`src/hw/hcr_pkg.sv`:
```
// Package with register map, field positions and carrier types for the hub config bank.
package hcr_pkg;

    localparam logic [7:0] ADDR_RELEASE_LOW  = 8'h04;
    localparam logic [7:0] ADDR_RELEASE_HIGH = 8'h05;
    localparam logic [7:0] ADDR_CONFIG_ONE   = 8'h06;
    localparam logic [7:0] ADDR_CONFIG_TWO   = 8'h07;

    localparam logic [7:0] RST_RELEASE  = 8'h00;
    localparam logic [7:0] RST_CONFIG   = 8'h00;
    localparam logic [7:0] READ_UNMAPPED = 8'h00;

    localparam int BIT_POWER_SELECT = 7;
    localparam int BIT_RESERVED     = 6;
    localparam int BIT_FS_ONLY      = 5;
    localparam int BIT_PER_PORT_TT  = 4;
    localparam int BIT_DYNAMIC      = 7;

    // Writable bits of the first configuration byte; bit 6 stays zero.
    localparam logic [7:0] HUB_CONFIG_BYTE_ONE_WRITE_MASK = 8'hbf;

    typedef struct packed {
        logic       wr_en;
        logic       rd_en;
        logic [7:0] addr;
        logic [7:0] wdata;
    } hcr_reg_req_type;

    typedef struct packed {
        logic self_powered;
        logic full_speed_only;
        logic per_port_translator_mode;
        logic shared_translator_mode;
        logic local_power_status;
    } hcr_mode_type;

endpackage

```
`src/hw/hcr_config_regs.sv`:
```
// Release number bytes and both configuration bytes of the hub register bank.
`timescale 1ns/1ps
module hcr_config_regs
(
    // Clock and reset.
    input  wire logic                    ref_clk,
    input  wire logic                    sys_rst,
    // Register access port from the serial slave.
    input  wire hcr_pkg::hcr_reg_req_type reg_req,
    output logic [7:0]                   reg_rdata_ff,
    // Pins and host controls.
    input  wire logic                    local_power_sense_pin,
    input  wire logic                    host_single_tt_select,
    // Resolved operating modes and release number.
    output hcr_pkg::hcr_mode_type        mode_ff,
    output logic [15:0]                  release_number_ff
);

    logic [7:0] release_number_low_ff;
    logic [7:0] release_number_high_ff;
    logic [7:0] hub_config_byte_one_ff;
    logic [7:0] hub_config_byte_two_ff;
    logic       sense_meta_ff;
    logic       sense_sync_ff;
    logic       single_meta_ff;
    logic       single_sync_ff;
    hcr_pkg::hcr_mode_type nxt_mode;

    function automatic logic hit(input hcr_pkg::hcr_reg_req_type r, input logic [7:0] a);
        hit = r.wr_en && (r.addr == a);
    endfunction

    always_ff @(posedge ref_clk)
    begin
        if (sys_rst)
        begin
            release_number_low_ff  <= hcr_pkg::RST_RELEASE;
            release_number_high_ff <= hcr_pkg::RST_RELEASE;
        end
        else
        begin
            if (hit(reg_req, hcr_pkg::ADDR_RELEASE_LOW))
                release_number_low_ff <= reg_req.wdata;
            if (hit(reg_req, hcr_pkg::ADDR_RELEASE_HIGH))
                release_number_high_ff <= reg_req.wdata;
        end
    end

    always_ff @(posedge ref_clk)
    begin
        if (sys_rst)
        begin
            hub_config_byte_one_ff <= hcr_pkg::RST_CONFIG;
            hub_config_byte_two_ff <= hcr_pkg::RST_CONFIG;
        end
        else
        begin
            if (hit(reg_req, hcr_pkg::ADDR_CONFIG_ONE))
                hub_config_byte_one_ff <= reg_req.wdata & hcr_pkg::HUB_CONFIG_BYTE_ONE_WRITE_MASK;
            if (hit(reg_req, hcr_pkg::ADDR_CONFIG_TWO))
                hub_config_byte_two_ff <= reg_req.wdata;
        end
    end

    // The sense pin and host select come from outside the clock domain.
    always_ff @(posedge ref_clk)
    begin
        if (sys_rst)
        begin
            sense_meta_ff  <= 1'b0;
            sense_sync_ff  <= 1'b0;
            single_meta_ff <= 1'b0;
            single_sync_ff <= 1'b0;
        end
        else
        begin
            sense_meta_ff  <= local_power_sense_pin;
            sense_sync_ff  <= sense_meta_ff;
            single_meta_ff <= host_single_tt_select;
            single_sync_ff <= single_meta_ff;
        end
    end

    always_comb
    begin
        nxt_mode = '0;
        if (hub_config_byte_two_ff[hcr_pkg::BIT_DYNAMIC])
            nxt_mode.self_powered = sense_sync_ff;
        else
            nxt_mode.self_powered = hub_config_byte_one_ff[hcr_pkg::BIT_POWER_SELECT];
        // Status bit 0 follows the pin when dynamic, else the inverted power bit.
        if (hub_config_byte_two_ff[hcr_pkg::BIT_DYNAMIC])
            nxt_mode.local_power_status = sense_sync_ff;
        else
            nxt_mode.local_power_status = ~hub_config_byte_one_ff[hcr_pkg::BIT_POWER_SELECT];
        nxt_mode.full_speed_only = hub_config_byte_one_ff[hcr_pkg::BIT_FS_ONLY];
        nxt_mode.per_port_translator_mode =
            hub_config_byte_one_ff[hcr_pkg::BIT_PER_PORT_TT] && !single_sync_ff;
        nxt_mode.shared_translator_mode = !nxt_mode.per_port_translator_mode;
    end

    always_ff @(posedge ref_clk)
    begin
        if (sys_rst)
        begin
            // The reset mode matches the reset register values, so the two translator
            // modes never both read low and the status bit is already the inverted power bit.
            mode_ff           <= '{self_powered:             1'b0,
                                   full_speed_only:          1'b0,
                                   per_port_translator_mode: 1'b0,
                                   shared_translator_mode:   1'b1,
                                   local_power_status:       1'b1};
            release_number_ff <= '0;
        end
        else
        begin
            mode_ff           <= nxt_mode;
            release_number_ff <= {release_number_high_ff, release_number_low_ff};
        end
    end

    always_ff @(posedge ref_clk)
    begin
        if (sys_rst)
            reg_rdata_ff <= hcr_pkg::READ_UNMAPPED;
        else if (reg_req.rd_en)
        begin
            case (reg_req.addr)
                hcr_pkg::ADDR_RELEASE_LOW:  reg_rdata_ff <= release_number_low_ff;
                hcr_pkg::ADDR_RELEASE_HIGH: reg_rdata_ff <= release_number_high_ff;
                hcr_pkg::ADDR_CONFIG_ONE:   reg_rdata_ff <= hub_config_byte_one_ff;
                hcr_pkg::ADDR_CONFIG_TWO:   reg_rdata_ff <= hub_config_byte_two_ff;
                default:                    reg_rdata_ff <= hcr_pkg::READ_UNMAPPED;
            endcase
        end
    end

    // Every output is registered, so checks look one cycle after their cause, or two for release_number_ff behind its byte registers.
    property p_release_write;
        @(posedge ref_clk) disable iff (sys_rst)
        hit(reg_req, hcr_pkg::ADDR_RELEASE_LOW)
        |=> ##1 release_number_ff[7:0] == $past(reg_req.wdata, 2);
    endproperty
    a_release_write: assert property (p_release_write)
        else $error("release low byte not stored");

    property p_read_release;
        @(posedge ref_clk) disable iff (sys_rst)
        reg_req.rd_en && reg_req.addr == hcr_pkg::ADDR_RELEASE_HIGH
        |=> reg_rdata_ff == $past(release_number_high_ff);
    endproperty
    a_read_release: assert property (p_read_release)
        else $error("release high byte read wrong");

    property p_reset_zero;
        @(posedge ref_clk)
        sys_rst |=> release_number_low_ff == hcr_pkg::RST_RELEASE
            && release_number_high_ff == hcr_pkg::RST_RELEASE
            && hub_config_byte_one_ff == hcr_pkg::RST_CONFIG;
    endproperty
    a_reset_zero: assert property (p_reset_zero)
        else $error("reset values wrong");

    property p_reserved_zero;
        @(posedge ref_clk) disable iff (sys_rst)
        !hub_config_byte_one_ff[hcr_pkg::BIT_RESERVED];
    endproperty
    a_reserved_zero: assert property (p_reserved_zero)
        else $error("reserved bit set");

    property p_read_reserved;
        @(posedge ref_clk) disable iff (sys_rst)
        reg_req.rd_en && reg_req.addr == hcr_pkg::ADDR_CONFIG_ONE
        |=> !reg_rdata_ff[hcr_pkg::BIT_RESERVED];
    endproperty
    a_read_reserved: assert property (p_read_reserved)
        else $error("reserved bit read back set");

    property p_power_static;
        @(posedge ref_clk) disable iff (sys_rst)
        !hub_config_byte_two_ff[hcr_pkg::BIT_DYNAMIC] && $stable(hub_config_byte_two_ff)
        |=> mode_ff.self_powered == $past(hub_config_byte_one_ff[hcr_pkg::BIT_POWER_SELECT]);
    endproperty
    a_power_static: assert property (p_power_static)
        else $error("power mode not from bit");

    property p_power_dynamic;
        @(posedge ref_clk) disable iff (sys_rst)
        hub_config_byte_two_ff[hcr_pkg::BIT_DYNAMIC]
        |=> mode_ff.self_powered == $past(sense_sync_ff);
    endproperty
    a_power_dynamic: assert property (p_power_dynamic)
        else $error("power mode not from pin");

    property p_status_inverse;
        @(posedge ref_clk) disable iff (sys_rst)
        !hub_config_byte_two_ff[hcr_pkg::BIT_DYNAMIC]
        |=> mode_ff.local_power_status != $past(hub_config_byte_one_ff[hcr_pkg::BIT_POWER_SELECT]);
    endproperty
    a_status_inverse: assert property (p_status_inverse)
        else $error("status bit not inverse");

    property p_status_dynamic;
        @(posedge ref_clk) disable iff (sys_rst)
        hub_config_byte_two_ff[hcr_pkg::BIT_DYNAMIC]
        |=> mode_ff.local_power_status == $past(sense_sync_ff);
    endproperty
    a_status_dynamic: assert property (p_status_dynamic)
        else $error("status bit not from pin");

    property p_fs_only;
        @(posedge ref_clk) disable iff (sys_rst)
        1'b1 |=> mode_ff.full_speed_only == $past(hub_config_byte_one_ff[hcr_pkg::BIT_FS_ONLY]);
    endproperty
    a_fs_only: assert property (p_fs_only)
        else $error("speed mode mismatch");

    property p_per_port;
        @(posedge ref_clk) disable iff (sys_rst)
        hub_config_byte_one_ff[hcr_pkg::BIT_PER_PORT_TT] && !single_sync_ff
        |=> mode_ff.per_port_translator_mode;
    endproperty
    a_per_port: assert property (p_per_port)
        else $error("per port translator not selected");

    property p_single_tt;
        @(posedge ref_clk) disable iff (sys_rst)
        single_sync_ff |=> mode_ff.shared_translator_mode;
    endproperty
    a_single_tt: assert property (p_single_tt)
        else $error("host single select ignored");

    property p_tt_exclusive;
        @(posedge ref_clk) disable iff (sys_rst)
        mode_ff.shared_translator_mode != mode_ff.per_port_translator_mode;
    endproperty
    a_tt_exclusive: assert property (p_tt_exclusive)
        else $error("translator modes overlap");

    c_release_high: cover property (@(posedge ref_clk) hit(reg_req, hcr_pkg::ADDR_RELEASE_HIGH));
    c_dynamic_on: cover property (@(posedge ref_clk)
        mode_ff.self_powered && hub_config_byte_two_ff[hcr_pkg::BIT_DYNAMIC]);
    c_per_port: cover property (@(posedge ref_clk) mode_ff.per_port_translator_mode);
    c_single_forced: cover property (@(posedge ref_clk)
        single_sync_ff && hub_config_byte_one_ff[hcr_pkg::BIT_PER_PORT_TT]);

endmodule // hcr_config_regs

```
`config.mk`:
```
export PLATFORM = sky130hd
export DESIGN_NAME = hcr_config_regs
export DESIGN_NICKNAME = d
export VERILOG_FILES = /design/src/hw/hcr_pkg.sv /design/src/hw/hcr_config_regs.sv
export SDC_FILE = /design/constraint.sdc
export NUM_CORES = 1
export LEC_CHECK = 0
export BUFFER_PORTS_ARGS = -buffer_cell sky130_fd_sc_hd__clkbuf_2
export CAP_MARGIN = 20
export CORE_MARGIN = 5
export CORE_UTILIZATION = 60
export CTS_BUF_LIST = sky130_fd_sc_hd__clkbuf_4 sky130_fd_sc_hd__clkbuf_8
export DETAILED_ROUTE_END_ITERATION = 7
export PLACE_DENSITY = 0.86
export SLEW_MARGIN = 30
export SYNTH_ARGS = -nofsm -noshare
export SYNTH_HDL_FRONTEND = slang
export SYNTH_SLANG_ARGS = --single-unit
```
`constraint.sdc`:
```
create_clock -name ref_clk -period 3.17 [get_ports ref_clk]
set_input_delay 0.317 -clock ref_clk [delete_from_list [all_inputs] [get_ports ref_clk]]
set_output_delay 0.317 -clock ref_clk [all_outputs]
set_load 0.05 [all_outputs]
```
# After elaboration in Yosys (flattened, before gate mapping)
# Cells that the tools add are included.
word_totals:
  elab_cells: 30
  register_bits: 64
  out_inout_bits: 29
  input_bits: 22
classes:
  bitwise: 1
  reduce_logical: 7
  n_mux: 3
  n_eq_ne: 4
ops:
  columns: ["cell", "count"]
  rows:
  - ["$eq A8 B3 Y1 const B", 4]
  - ["$pmux W8 S4", 1]
  - ["$logic_and A1 B1 Y1", 5]
  - ["$logic_not A1 Y1", 2]
  - ["$mux W1", 2]
  - ["$not A1 Y1", 1]

# Longest topological paths before layout
depth:
  depth_word: 3
  depth_mapped: 5

# Worst setup path after synthesis
# Ideal clock, no wire load.
synth_timing:
  path_type: "in2reg"
  from: "in reg_req[13] (netlist bit)"
  to: "reg release_number_high_ff[7]"
  stages: 4
  required_time_ps: 3049
  t_arrival_ps: 1599
  path_slack_ps: 1450
  path_cell_list: "or4_4 > or4_4 > buf_6 > mux2i_1"
synth_via:
  elab_chain_len: 2
synth_lines:
  columns: ["element", "line", "source"]
  rows:
  - ["from (decl)", "hcr_config_regs.sv:9", "input wire hcr_pkg::hcr_reg_req_type reg_req,"]
  - ["$eq A8 B3 Y1", "hcr_config_regs.sv:30", "hit = r.wr_en && (r.addr == a);"]
  - ["$logic_and A1 B1 Y1", "hcr_config_regs.sv:30", null]
  - ["to (signal assigned)", "hcr_config_regs.sv:38", "release_number_high_ff <= hcr_pkg::RST_RELEASE;"]
  - ["to (signal assigned)", "hcr_config_regs.sv:45", "release_number_high_ff <= reg_req.wdata;"]
  - ["to (decl)", "hcr_config_regs.sv:20", "logic [7:0] release_number_high_ff;"]
# No other way between the ends.
# A chain may end at the register's enable or synchronous reset.

# Final worst setup path
layout_timing:
  from: "in reg_req[13] (netlist bit)"
  to: "reg hub_config_byte_two_ff[1]"
layout_via:
  elab_chain_len: 2
layout_lines:
  columns: ["element", "line", "source"]
  rows:
  - ["$eq A8 B3 Y1", "hcr_config_regs.sv:30", null]
  - ["$logic_and A1 B1 Y1", "hcr_config_regs.sv:30", null]
  - ["to (signal assigned)", "hcr_config_regs.sv:54", "hub_config_byte_two_ff <= hcr_pkg::RST_CONFIG;"]
  - ["to (signal assigned)", "hcr_config_regs.sv:61", "hub_config_byte_two_ff <= reg_req.wdata;"]
  - ["to (decl)", "hcr_config_regs.sv:22", "logic [7:0] hub_config_byte_two_ff;"]
# No other way between the ends.

==> impl_metrics.yaml <==
outcome:
  status: "completed"
setup_path:
  worst-path-buf-inv: 1
  crit_path_cell_trace: "clkbuf_2 > or4_4 > nor3_2 > mux2i_1"
  cp_slowest_stage_delay_ns: 0.69
  critical_path_class: "in2reg"
  cp_slowest_cell: "nor3_2"
  endpoint_kind: "register"
  critical_path_arrival_ns: 1.93
  required_ns: 3.42
  worst-path-max-fanout: 8
  cp_top_family: "simple AND/OR/NAND/NOR gates"
  critPathLaunchType: "input port"
synth:
  yosys.area.top_type_share_pct: 52.9
  synth.mux.area_fraction_pct: 20.2
  syn_area_sq_mm: 0.00242
  synth_cell_type_count: 24
  ys_warn_count: 0
  synth_top_family_by_area: "multiplexers"
  synthAdderAreaFrac_pct: 0
  synthTopCellsByArea: "dfxtp_1 (53%), mux2i_1 (14%), nand2b_1 (10%), mux4_2 (6.5%), inv_1 (2.8%)"
  synthCells: 212
  synthSimpleGateAreaFrac_pct: 18.8
  syn_nets: 234
  synth_xor_area_share_pct: 0
  seq_area_frac_synth_pct: 52.9
  synth_area_per_cell_sq_um: 11.4
  ys_seq_elements: 64
  synth_compound_area_share_pct: 3.05
  synth_top_area_cell: "dfxtp_1"
grt:
  global_route.usage.met1_pct: 24.7
  track_usage_pct: 19.9
  grt_pass1_wl_microns: 8080
  antenna_found_initial: 0
  grt_start_max_net_pins: 55
  grt.overflow.total: 0
  grt_pass1_vias: 1712
  grt_use_met2_pct: 31.5
  grt_busiest_layer: "met2"
  grt_use_met3_pct: 6.70
timing:
  final_hold_viol_count: 0
  worstMarginPinSlew_ns: 0.830
  setup_viol: 0
  timing.final.max_slew_violations: 0
  finalCritPeriodShare_pct: 53.0
  relSlewSlack_pct: 44.4
  period_needed_ns: 1.68
  setup-tns-final_ns: 0
  fmax_ghz: 0.595
  rsz0062_at_grt: "no"
  skew_ns: 0.00871
layout:
  fill_cells: 263
  area_delta_synth_final_pct: 20.9
  antenna_cells: 0
  layout_commonest_cell: "dfxtp_1"
  layout_common_cells: "dfxtp_1 (64), clkbuf_2 (50), nand2b_1 (40), mux2i_1 (33), inv_1 (18)"
  finish.net_count: 286
  multi_input_area_sq_mm: 0.00102
  fin_area_sq_mm: 0.00293
  regArea_sq_mm: 0.00128
  drive_gt1_share_pct: 29.0
floorplanning:
  core_area_sq_mm: 0.00394
  fp.dieArea_sq_mm: 0.00541
  io_pins: 51
  rows: 23
  die_w_microns: 73.5
  die_height_microns: 73.5
  start_util_pct: 61.4
clocking:
  htreeDepth: 3
  cts_buffers: 9
  clkTransAtPathRegs_ns: 0.06
  clk_latency_ns: 0.33
  ctsResizeCount: 0
  cts_tree: "yes"
  cts.sinks: 64
  ctsRootBufferMaster: "clkbuf_8"
  postCtsHoldBufs: 0
  clock_path_buffers: 2
  postCtsSetupBuffers: 0
drt:
  viasPerCell: 5.13
  wl_per_cell_microns: 14.9
  drtAntennaViolNets: 0
  drc: 0
  drtIter0Drc: 104
  dr.pass1.iters: 4
  finalWirelength_microns: 4740
  vias: 1637
placed_design:
  io_buffers: 50
  gp_congestion: 0.712
  dpl_cell_area_sq_mm: 0.00269
  hpwl_microns: 3160
power:
  ir_worst_vdd_mv: 0.347
  power_density_mw_per_mm2: 574
  leakage_nw: 1.53
hold_path:
  hold_class: "in2reg"
flow_run:
  cap_violations: 0
==> worst paths after layout <==
kind                                                start                         to  slack [ns]  cells past startpoint
worst max-delay path                          reg_req[13]  hub_config_byte_two_ff[1]        1.49                      4
worst max register to register  hub_config_byte_two_ff[7]            reg_rdata_ff[7]        2.04                      2
worst min-delay path                host_single_tt_select             single_meta_ff        0.20                      2
worst min register to register  hub_config_byte_one_ff[4]                 mode_ff[1]        0.43                      1
==> per-layer routing <==
layer  up-vias  share of wire (%)
li1        823                  -
met1       752                 43
met2        60                 50
met3         2                6.8
met4         0               0.19
met5         -                  0
==> synth_stat cells <==
master	n
a211o_1	1
buf_2	2
nor2b_1	6
a21o_1	8
buf_4	2
nand3_1	2
nand4_1	2
nor4b_2	1
buf_6	1
nor4_1	1
nor2_1	4
inv_1	18
nor3b_1	8
nand2b_1	40
clkbuf_1	4
buf_1	1
nand2_1	2
dfxtp_1	64
o21ai_0	1
nor3_2	1
mux4_2	7
mux2i_1	33
or4_4	2
and4_1	1
==> power by group <==
| group | internal (mW) | switching, mW | total (mW) |
|---|---|---|---|
| clock network | 0.526 | 0.285 | 0.811 |
| registers | 0.807 | 0.000953 | 0.808 |
| logic | 0.0271 | 0.0329 | 0.0600 |
==> cell type report <==
| cell class | count | area share (%) |
|---|---|---|
| well taps | 50 | 2.14 |
| clock inverters | 2 | 2.05 |
| multi-input cells | 120 | 34.8 |
| inverters | 18 | 2.31 |
| repair buffers | 51 | 8.81 |
| flip-flops and latches | 64 | 43.8 |
| clock buffers | 14 | 6.16 |
==> state kept, by name, indices dropped and copies added, names as in the netlist <==
signal / count
release_number_low_ff: 8
single_sync_ff: 1
single_meta_ff: 1
sense_meta_ff: 1
mode_ff: 5
release_number_high_ff: 8
hub_config_byte_two_ff: 8
release_number_ff: 16
sense_sync_ff: 1
hub_config_byte_one_ff: 7
reg_rdata_ff: 8
==> cell families (layout without fill, tap and decap cells) <==
| kind of cell | count (synthesis) | in the layout |
|---|---|---|
| compound gates | 10 | 10 |
| buf+inv | 28 | 85 |
| mux | 40 | 40 |
| simple gates | 70 | 70 |
| flops | 64 | 64 |
==> metrics by stage <==
stage          setup slack [ns]  hold slack [ns]  cells  total power [mW]  util [%]
2_1_floorplan              1.45            0.388    212             0.864         -
3_3_place_gp               1.21            0.407    303             0.885      68.1
3_5_place_dp               1.15            0.416    303             0.886      68.1
4_1_cts                    1.47            0.185    319              1.69      74.2
5_1_grt                    1.37            0.195    319              1.73      74.2
6_report                   1.49            0.196    319              1.68      74.2
Power figures use the tool's default switching activity.
